==> config.mk <==
export PLATFORM = sky130hd
export DESIGN_NAME = pfda_core
export DESIGN_NICKNAME = d
export VERILOG_FILES = /design/src/rtl/pfda_pkg.sv /design/src/rtl/pfda_core.sv
export SDC_FILE = /design/constraint.sdc
export NUM_CORES = 2
export LEC_CHECK = 0
export ABC_CLOCK_PERIOD_IN_PS = 10900
export BUFFER_PORTS_ARGS = -buffer_cell sky130_fd_sc_hd__buf_2
export CORE_ASPECT_RATIO = 1.25
export CORE_MARGIN = 2
export CORE_UTILIZATION = 60
export CTS_BUF_LIST = sky130_fd_sc_hd__clkbuf_4
export DETAILED_ROUTE_END_ITERATION = 6
export MAX_ROUTING_LAYER = met4
export PLACE_DENSITY = 0.77
export RECOVER_POWER = 100
export SETUP_SLACK_MARGIN = 0.2
export SYNTH_ARGS = -nofsm -noshare
export SYNTH_HDL_FRONTEND = slang
export SYNTH_SLANG_ARGS = --single-unit
==> constraint.sdc <==
create_clock -name pclk -period 10.9 [get_ports pclk]
set_clock_uncertainty 0.05 [all_clocks]
set_input_delay 1.09 -clock pclk [delete_from_list [all_inputs] [get_ports pclk]]
set_output_delay 1.09 -clock pclk [all_outputs]
set_load 0.005 [all_outputs]
==> src/rtl/pfda_pkg.sv <==
// package: constants and types of the program flow and data addressing core
package pfda_pkg;

	// widths and sizes
	localparam int PC_W        = 11;
	localparam int PROG_W      = 14;
	localparam int DADDR_W     = 7;
	localparam int STACK_DEPTH = 4;
	localparam int IRQ_N       = 5;
	localparam int RAM_WORDS   = 96;
	localparam int APB_IDX_LSB = 2;
	localparam int WMODE_LSB   = 8;
	localparam int BITSEL_LSB  = 0;

	// four system clocks per instruction cycle
	localparam logic [1:0] PHASE_LAST = 2'h3;

	// data address map, byte address on apb is four times these
	localparam logic [6:0] OFF_IND_A    = 7'h00;
	localparam logic [6:0] OFF_PTR_A    = 7'h01;
	localparam logic [6:0] OFF_IND_B    = 7'h02;
	localparam logic [6:0] OFF_PTR_B    = 7'h03;
	localparam logic [6:0] OFF_ACC      = 7'h05;
	localparam logic [6:0] OFF_PCL      = 7'h06;
	localparam logic [6:0] OFF_TPTR     = 7'h07;
	localparam logic [6:0] OFF_THIGH    = 7'h08;
	localparam logic [6:0] OFF_RAM_BASE = 7'h20;

	// program memory pages and vectors
	localparam logic [2:0]  LAST_PAGE = 3'h7;
	localparam logic [10:0] PC_RESET  = 11'h000;
	localparam logic [2:0]  SP_RESET  = 3'h0;
	localparam logic [2:0]  SP_FULL   = 3'h4;
	localparam logic [7:0]  BYTE_RESET = 8'h00;
	localparam logic [IRQ_N-1:0][PC_W-1:0] IRQ_VEC =
		{11'h014, 11'h010, 11'h00C, 11'h008, 11'h004};

	// apb write modes in pwdata[9:8]
	localparam logic [1:0] WMODE_SET = 2'h1;
	localparam logic [1:0] WMODE_CLR = 2'h2;

	typedef enum logic [2:0] {
		ST_RUN   = 3'b001,
		ST_DUMMY = 3'b010,
		ST_TABLE = 3'b100
	} pfda_state_type;

	typedef enum logic [2:0] {
		CMD_SEQ      = 3'h0,
		CMD_SKIP     = 3'h1,
		CMD_JUMP     = 3'h2,
		CMD_CALL     = 3'h3,
		CMD_RET      = 3'h4,
		CMD_RETURN_FROM_INTERRUPT     = 3'h5,
		CMD_TAB_CUR  = 3'h6,
		CMD_TAB_LAST = 3'h7
	} pfda_cmd_type;

	typedef struct packed {
		pfda_state_type                    st;
		logic [1:0]                        phase;
		logic [PC_W-1:0]                   pc;
		logic [STACK_DEPTH-1:0][PC_W-1:0]  stack;
		logic [2:0]                        sp;
		logic                              full;
		logic [DADDR_W-1:0]                ptr_a;
		logic [DADDR_W-1:0]                ptr_b;
		logic [7:0]                        acc;
		logic [7:0]                        tptr;
		logic [7:0]                        thigh;
		logic [RAM_WORDS-1:0][7:0]         ram;
		logic                              pcl_pend;
		logic [7:0]                        pcl_val;
		logic [PC_W-1:0]                   tab_addr;
		logic [DADDR_W-1:0]                tab_dest;
		logic [PC_W-1:0]                   prog_addr;
		logic [PROG_W-1:0]                 instr;
		logic                              exec_valid;
		logic                              cycle_end;
		logic [IRQ_N-1:0]                  irq_ack;
		logic                              pready;
		logic                              pslverr;
		logic [31:0]                       prdata;
	} pfda_regs_type;

	localparam pfda_regs_type REGS_RESET = '{
		st: ST_RUN, pc: PC_RESET, sp: SP_RESET, default: '0};

endpackage : pfda_pkg

==> src/rtl/pfda_core.sv <==
// module: program sequencer, return stack, table read and data addressing
//
// The APB interface to the registers was decided locally.
`timescale 1ns/100ps
`default_nettype none

// What this block does
// [RULE1] eleven bit counter covers 2048 words
// [RULE2] counter advances by one per fetch
// [RULE3] true skip drops prefetch, one dummy
// [RULE4] low byte write jumps within page
// [RULE5] reset starts execution at zero
// [RULE6] taken interrupt loads its fixed vector
// [RULE7] jumps load target, returns load stack
// [RULE8] each non sequential change costs dummy
// [RULE9] table address from page and pointer
// [RULE10] table word splits to byte, high
// [RULE11] table read lasts two instruction cycles
// [RULE12] four deep hidden return stack
// [RULE13] stack pointer starts at top
// [RULE14] full stack holds interrupt unacknowledged
// [RULE15] call on full stack drops oldest
// [RULE16] unused low addresses read zero
// [RULE17] general ram 20H to 7FH, bit ops
// [RULE18] ports 00H, 02H go through pointers
// [RULE19] pointer at a port reads zero
// [RULE20] both pointers are seven bits
// [RULE21] accumulator sits at address 05H
// [RULE22] instruction cycle is four clocks
// [RULE23] low byte read shows counter bits
module pfda_core #(
	parameter int APB_ADDR_W = 12
) (
	input  wire logic                          pclk,
	input  wire logic                          presetn,
	input  wire logic [APB_ADDR_W-1:0]         paddr,
	input  wire logic                          psel,
	input  wire logic                          penable,
	input  wire logic                          pwrite,
	input  wire logic [31:0]                   pwdata,
	output logic [31:0]                        prdata,
	output logic                               pready,
	output logic                               pslverr,
	input  wire logic                          cmd_valid,
	input  wire pfda_pkg::pfda_cmd_type        cmd_kind,
	input  wire logic [pfda_pkg::PC_W-1:0]     cmd_target,
	input  wire logic [pfda_pkg::DADDR_W-1:0]  cmd_dest,
	input  wire logic [pfda_pkg::IRQ_N-1:0]    irq_req,
	output logic [pfda_pkg::IRQ_N-1:0]         irq_ack,
	output logic [pfda_pkg::PC_W-1:0]          prog_addr,
	input  wire logic [pfda_pkg::PROG_W-1:0]   prog_data,
	output logic [pfda_pkg::PROG_W-1:0]        instr,
	output logic                               exec_valid,
	output logic                               cycle_end,
	output logic                               stack_full
);
	import pfda_pkg::*;

	pfda_regs_type       r;
	pfda_regs_type       n;
	pfda_cmd_type        eff_kind;
	logic                end_cyc;
	logic                irq_take;
	logic                cmd_go;
	logic [2:0]          irq_sel;
	logic                apb_first;
	logic                apb_done;
	logic                apb_bad;
	logic [DADDR_W-1:0]  apb_idx;
	logic [7:0]          apb_rval;
	logic [7:0]          apb_wval;
	logic [7:0]          bit_mask;

	// indirect ports fold onto the pointer contents
	function automatic logic [DADDR_W-1:0] resolve(
		input pfda_regs_type      s,
		input logic [DADDR_W-1:0] a
	);
		if (a == OFF_IND_A)
			return s.ptr_a; // [RULE18]
		if (a == OFF_IND_B)
			return s.ptr_b; // [RULE18]
		return a;
	endfunction : resolve

	// direct read; a port reached via a pointer lands in default
	function automatic logic [7:0] rd_direct(
		input pfda_regs_type      s,
		input logic [DADDR_W-1:0] a
	);
		logic [DADDR_W-1:0] idx;
		idx = a - OFF_RAM_BASE;
		case (a)
			OFF_PTR_A: return {1'b0, s.ptr_a};
			OFF_PTR_B: return {1'b0, s.ptr_b};
			OFF_ACC:   return s.acc; // [RULE21]
			OFF_PCL:   return s.pc[7:0]; // [RULE23]
			OFF_TPTR:  return s.tptr;
			OFF_THIGH: return s.thigh;
			default: begin
				if (a >= OFF_RAM_BASE)
					return s.ram[idx]; // [RULE17]
				return BYTE_RESET; // [RULE16] [RULE19]
			end
		endcase
	endfunction : rd_direct

	// direct write; ports, high byte and holes ignore it
	function automatic pfda_regs_type wr_direct(
		input pfda_regs_type      s,
		input logic [DADDR_W-1:0] a,
		input logic [7:0]         v
	);
		pfda_regs_type      o;
		logic [DADDR_W-1:0] idx;
		o = s;
		idx = a - OFF_RAM_BASE;
		case (a)
			OFF_PTR_A: o.ptr_a = v[DADDR_W-1:0]; // [RULE20]
			OFF_PTR_B: o.ptr_b = v[DADDR_W-1:0]; // [RULE20]
			OFF_ACC:   o.acc = v; // [RULE21]
			OFF_PCL: begin
				o.pcl_pend = 1'b1;
				o.pcl_val = v;
			end
			OFF_TPTR:  o.tptr = v;
			default: begin
				if (a >= OFF_RAM_BASE)
					o.ram[idx] = v; // [RULE17]
			end
		endcase
		return o; // [RULE19]
	endfunction : wr_direct

	// load the counter; a flush makes the next cycle a dummy
	function automatic pfda_regs_type pc_go(
		input pfda_regs_type   s,
		input logic [PC_W-1:0] t,
		input logic            flush
	);
		pfda_regs_type o;
		o = s;
		o.pc = t;
		o.prog_addr = t;
		o.exec_valid = !flush; // [RULE8]
		o.st = flush ? ST_DUMMY : ST_RUN;
		return o;
	endfunction : pc_go

	// push shifts the oldest entry out when full
	function automatic pfda_regs_type push(
		input pfda_regs_type   s,
		input logic [PC_W-1:0] ret
	);
		pfda_regs_type o;
		o = s;
		o.stack = {s.stack[STACK_DEPTH-2:0], ret}; // [RULE12]
		o.sp = s.full ? s.sp : s.sp + 3'h1; // [RULE15]
		return o;
	endfunction : push

	// next state of the whole core
	always_comb begin
		n = r;
		n.cycle_end = 1'b0;
		n.irq_ack = '0;
		end_cyc = (r.phase == PHASE_LAST); // [RULE22]
		n.phase = r.phase + 2'h1; // [RULE22]
		eff_kind = cmd_valid ? cmd_kind : CMD_SEQ;

		// lowest index has highest priority
		irq_sel = 3'h0;
		for (int i = IRQ_N - 1; i >= 0; i--) begin
			if (irq_req[i])
				irq_sel = 3'(i);
		end

		// irq only replaces a sequential step, so no
		// skip, jump or table command is ever lost
		irq_take = end_cyc && (r.st == ST_RUN) && !r.pcl_pend
			&& (|irq_req) && !r.full // [RULE14]
			&& (eff_kind == CMD_SEQ);
		cmd_go = end_cyc && (r.st == ST_RUN) && !r.pcl_pend
			&& !irq_take && cmd_valid;

		if (end_cyc) begin
			n.cycle_end = 1'b1;
			unique case (r.st)
				ST_TABLE: begin
					n = wr_direct(n, resolve(r, r.tab_dest), prog_data[7:0]); // [RULE10]
					n.thigh = {2'b00, prog_data[13:8]}; // [RULE10]
					n.st = ST_RUN; // [RULE11]
					n.exec_valid = 1'b1;
					n.prog_addr = r.pc;
				end
				ST_DUMMY: begin
					n.instr = prog_data;
					n = pc_go(n, r.pc + 11'h1, 1'b0); // [RULE2]
				end
				ST_RUN: begin
					n.instr = prog_data;
					if (r.pcl_pend) begin
						n.pcl_pend = 1'b0;
						n = pc_go(n, {r.pc[10:8], r.pcl_val}, 1'b1); // [RULE4]
					end else if (irq_take) begin
						n = push(n, r.pc); // [RULE12]
						n.irq_ack[irq_sel] = 1'b1;
						n = pc_go(n, IRQ_VEC[irq_sel], 1'b1); // [RULE6]
					end else begin
						unique case (eff_kind)
							CMD_SEQ: begin
								n = pc_go(n, r.pc + 11'h1, 1'b0); // [RULE2]
							end
							CMD_SKIP: begin
								// prefetched word dropped; dummy adds the second step
								n = pc_go(n, r.pc + 11'h1, 1'b1); // [RULE3]
							end
							CMD_JUMP: begin
								n = pc_go(n, cmd_target, 1'b1); // [RULE7]
							end
							CMD_CALL: begin
								n = push(n, r.pc); // [RULE15]
								n = pc_go(n, cmd_target, 1'b1); // [RULE7]
							end
							CMD_RET, CMD_RETURN_FROM_INTERRUPT: begin
								n.stack = {r.stack[STACK_DEPTH-1], r.stack[STACK_DEPTH-1:1]};
								n.sp = (r.sp == SP_RESET) ? SP_RESET : r.sp - 3'h1; // [RULE12]
								n = pc_go(n, r.stack[0], 1'b1); // [RULE7]
							end
							CMD_TAB_CUR, CMD_TAB_LAST: begin
								// next word is held in instr across the table cycle
								n.tab_addr = {(eff_kind == CMD_TAB_LAST) ? LAST_PAGE : r.pc[10:8],
									r.tptr}; // [RULE9]
								n.tab_dest = cmd_dest;
								n.st = ST_TABLE; // [RULE11]
								n.exec_valid = 1'b0;
								n.pc = r.pc + 11'h1;
								n.prog_addr = n.tab_addr;
							end
						endcase
					end
				end
			endcase
		end
		n.full = (n.sp == SP_FULL);

		// apb slave, one wait state so outputs stay registered
		apb_idx = paddr[APB_IDX_LSB +: DADDR_W];
		apb_bad = |paddr[APB_ADDR_W-1:APB_IDX_LSB+DADDR_W];
		apb_rval = rd_direct(r, resolve(r, apb_idx)); // [RULE18]
		bit_mask = 8'h01 << pwdata[BITSEL_LSB +: 3];
		case (pwdata[WMODE_LSB +: 2])
			WMODE_SET: apb_wval = apb_rval | bit_mask; // [RULE17]
			WMODE_CLR: apb_wval = apb_rval & ~bit_mask; // [RULE17]
			default:   apb_wval = pwdata[7:0];
		endcase
		apb_first = psel && penable && !r.pready;
		apb_done = psel && penable && r.pready;

		// placed after the cycle end so a new pcl write is not lost
		if (apb_first) begin
			n.pready = 1'b1;
			n.pslverr = apb_bad;
			n.prdata = {24'h000000, apb_bad ? BYTE_RESET : apb_rval};
		end else if (apb_done) begin
			n.pready = 1'b0;
			n.pslverr = 1'b0;
			if (pwrite && !r.pslverr)
				n = wr_direct(n, resolve(r, apb_idx), apb_wval); // [RULE18]
		end
	end

	// single state register
	always_ff @(posedge pclk or negedge presetn) begin
		if (!presetn)
			r <= REGS_RESET; // [RULE5] [RULE13]
		else
			r <= n;
	end

	// outputs straight from the state register
	assign prdata     = r.prdata;
	assign pready     = r.pready;
	assign pslverr    = r.pslverr;
	assign irq_ack    = r.irq_ack;
	assign prog_addr  = r.prog_addr; // [RULE1]
	assign instr      = r.instr;
	assign exec_valid = r.exec_valid;
	assign cycle_end  = r.cycle_end;
	assign stack_full = r.full;
endmodule : pfda_core

`default_nettype wire

==> flow_summary.json <==
{
  "ys.flop_type": "dfrtp_1",
  "drtAntennaViolNets": 0,
  "nets": 6143,
  "setup_viol": 0,
  "core_mm2": 0.09034,
  "setup_tns_ns": 0,
  "htree_levels": 4,
  "grt_max_degree": 160,
  "r2r_end": "r[484]$_DFF_PN0_",
  "ys_ff_latch": 926,
  "power_density_mw_per_mm2": 153.4,
  "wire_per_inst_um": 31.80,
  "synth_top_area_share": 0.4223,
  "regToRegStartpoint": "r[886]$_DFF_PN0_",
  "grt_pass1_wl_um": 343300,
  "min_path_cells": 3,
  "drt_iter0_drc": 9144,
  "cp.arrival_ns": 10.43,
  "die_y_um": 341.9,
  "io_buffer_count": 108,
  "busiest_layer": "met2",
  "cts_setup_buffers": 0,
  "synth_area_mm2": 0.05481,
  "end_kind": "flop",
  "cts_num_sinks": 926,
  "violations": "design-rule violations, max-capacitance violations, max-slew violations",
  "finalHoldViolations": 0,
  "yosys.area.top_type": "dfrtp_1",
  "tritoncts": "done",
  "grt-ovfl-total": 0,
  "fill_cells": 7629,
  "post-route-period-util": 0.8685,
  "cts-resized-gates": 0,
  "status": "complete, but fails checks",
  "irDropWorstVdd_mv": 0.1537,
  "met1_usage": 0.5979,
  "p_leak_nw": 25.74,
  "antenna_found_initial": 23,
  "critPathLaunchType": "input port",
  "critPathMaxFanout": 70,
  "worstSetupPathType": "in -> reg",
  "synth_cell_type_count": 95,
  "hold_path_startpoint": "prog_data[9]",
  "dp_hpwl_um": 147500,
  "hp-class": "in -> reg",
  "postCtsHoldBufs": 1,
  "grt_pass1_vias": 51553,
  "r2r_cells": 13,
  "initial_core_util": 0.6067,
  "grt_setup_unrepaired": "false",
  "place_area_mm2": 0.05575,
  "path_clk_slew_ns": 0.08,
  "globalRouteMet2Util": 0.6907,
  "fin_area_mm2": 0.05869,
  "slew_headroom": -3.199,
  "ys_seq_area_frac": 0.4228,
  "drc": 43,
  "ff2ff_setup_slack_ns": 2.67,
  "dr.pass1.iters": 7,
  "rows": 123,
  "hold_end": "r[862]$_DFFE_PN0P_",
  "final_cell_mix": "dfrtp_1 (925), a21oi_1 (924), nor2_1 (731)",
  "cts_buffers": 232,
  "clk-insertion-delay-late_ns": 1.26,
  "final_core_util": 0.6497,
  "grtUsageMet3": 0.2166,
  "drive_gt1_frac": 0.1856,
  "slew_viol_final": 245,
  "num_vias": 54343,
  "clock.fmax_mhz": 105.6,
  "period_needed_ns": 9.467,
  "cp_data_required_time_ns": 11.87,
  "syn_to_final_growth_pct": 7.091,
  "synth_edf_count": 0,
  "cts_buffer_depth": 3,
  "maxCapViolCount": 8,
  "synthCells": 6133,
  "syn_avg_cell_area_um2": 8.936,
  "layout_commonest_cell": "dfrtp_1",
  "clockRootBuffer": "clkbuf_4",
  "ios": 157,
  "max_slew.worst_pin.slew_ns": 6.298,
  "p_total_mw": 9.001,
  "yosys_warnings": 0,
  "synthTopCellsByArea": "dfrtp_1 (42%), mux2_2 (9.2%), a21oi_1 (8.5%)",
  "dieArea_mm2": 0.09379,
  "die_w_um": 274.3,
  "async_flop_share": 1.000,
  "grt_util_all_layers": 0.5145,
  "routed_wl_um": 236400,
  "vias_per_cell": 7.310,
  "routabilityCongestion": 1.109
}
## through the flow
| stage | hold slack [ns] | std cells | setup slack (ns) |
|---|---|---|---|
| 6_report | 0.01707 | 7434 | 1.433 |
| 5_1_grt | 0.05231 | 7425 | 1.869 |
| 4_1_cts | 0.005574 | 7393 | 4.049 |
| 3_5_place_dp | 0.3670 | 6991 | 2.833 |
| 3_3_place_gp | 0.3618 | 6991 | 2.951 |
| 2_1_floorplan | 0.3506 | 6156 | 6.405 |
## layer usage
| metal | share of wire | vias to the layer above |
|---|---|---|
| li1 | - | 22321 |
| met1 | 0.34 | 25817 |
| met2 | 0.41 | 4718 |
| met3 | 0.15 | 1487 |
| met4 | 0.10 | 0 |
| met5 | 0 | - |
## cells in the mapped netlist, types with 75 or more instances
| cell | n |
|---|---|
| a211oi_1 | 392 |
| nor2b_1 | 251 |
| o22ai_1 | 75 |
| mux2_2 | 446 |
| nand3_1 | 107 |
| a21oi_1 | 928 |
| dfrtp_1 | 925 |
| a22oi_1 | 94 |
| and3_1 | 87 |
| buf_2 | 164 |
| buf_4 | 103 |
| o21ai_0 | 134 |
| nand2_1 | 412 |
| nor3_1 | 103 |
| mux2i_1 | 125 |
| clkbuf_1 | 342 |
| nor2_1 | 736 |
## area by class of cell
cell class | instances | area, µm² | area share
clock inverter | 61 | 371.6 | 0.006331
timing repair buffer | 286 | 1967 | 0.03351
tap | 1187 | 1485 | 0.02530
clock buffer | 340 | 2552 | 0.04349
multi-input combinational | 4561 | 28920 | 0.4927
inverter | 33 | 123.9 | 0.002110
sequential | 926 | 23170 | 0.3948
antenna | 40 | 100.1 | 0.001705
## state kept, by name, summed over array words and instances (netlist names)
register	flops
pslverr	1
prog_addr	11
stack_full	1
cycle_end	1
irq_ack	5
instr	14
pready	1
prdata	8
r	883
exec_valid	1
## critical path: stages
cell and delay [ns]:
buf_2 0.46, clkbuf_1 1.37, nor2b_2 0.35, buf_4 0.62
nand3_1 0.94, nand2_1 1.47, buf_12 0.50, a32oi_1 0.27
o211ai_1 0.39, nor3_1 0.12, a311oi_1 1.22, a2111oi_2 0.25
a21oi_4 0.21, buf_4 0.85, a21oi_1 0.15
## kinds of logic (layout without fill, tap and decap cells)
logic type	count (synthesis)	in the layout	synth area share
XOR/XNOR	8	8	0.001279
AO/OA/AOI/OAI	2051	2051	0.2380
AND/OR/NAND/NOR	1888	1888	0.1606
buffers and inverters	669	720	0.05730
multiplexers	577	577	0.1169
flip-flops	926	926	0.4228
other	1	64	0.00006842
adder cells (fa/ha/maj)	13	13	0.002968
## report_power, final
part	internal (mW)	leakage, nW	switching (mW)	total, mW
registers	3.70	12.0	0.242	3.94
logic	0.582	12.0	1.42	2.00
clock network	1.50	1.74	1.57	3.06
total	5.78	25.7	3.22	9.00
## worst max path at each step
stage | startpoint | endpoint | slack, ns | depth (start not counted)
after floorplan | paddr[4] | r[897]$_DFF_PN0_ | 6.40 | 14
after global placement | paddr[3] | r[124]$_DFF_PN0_ | 2.95 | 15
after detailed placement | paddr[3] | r[708]$_DFF_PN0_ | 2.83 | 15
after CTS | paddr[3] | r[724]$_DFF_PN0_ | 4.05 | 15
after global routing | paddr[3] | r[452]$_DFF_PN0_ | 1.87 | 15
final | paddr[3] | r[484]$_DFF_PN0_ | 1.43 | 15
No activity file was read; power rests on OpenSTA's default activity.
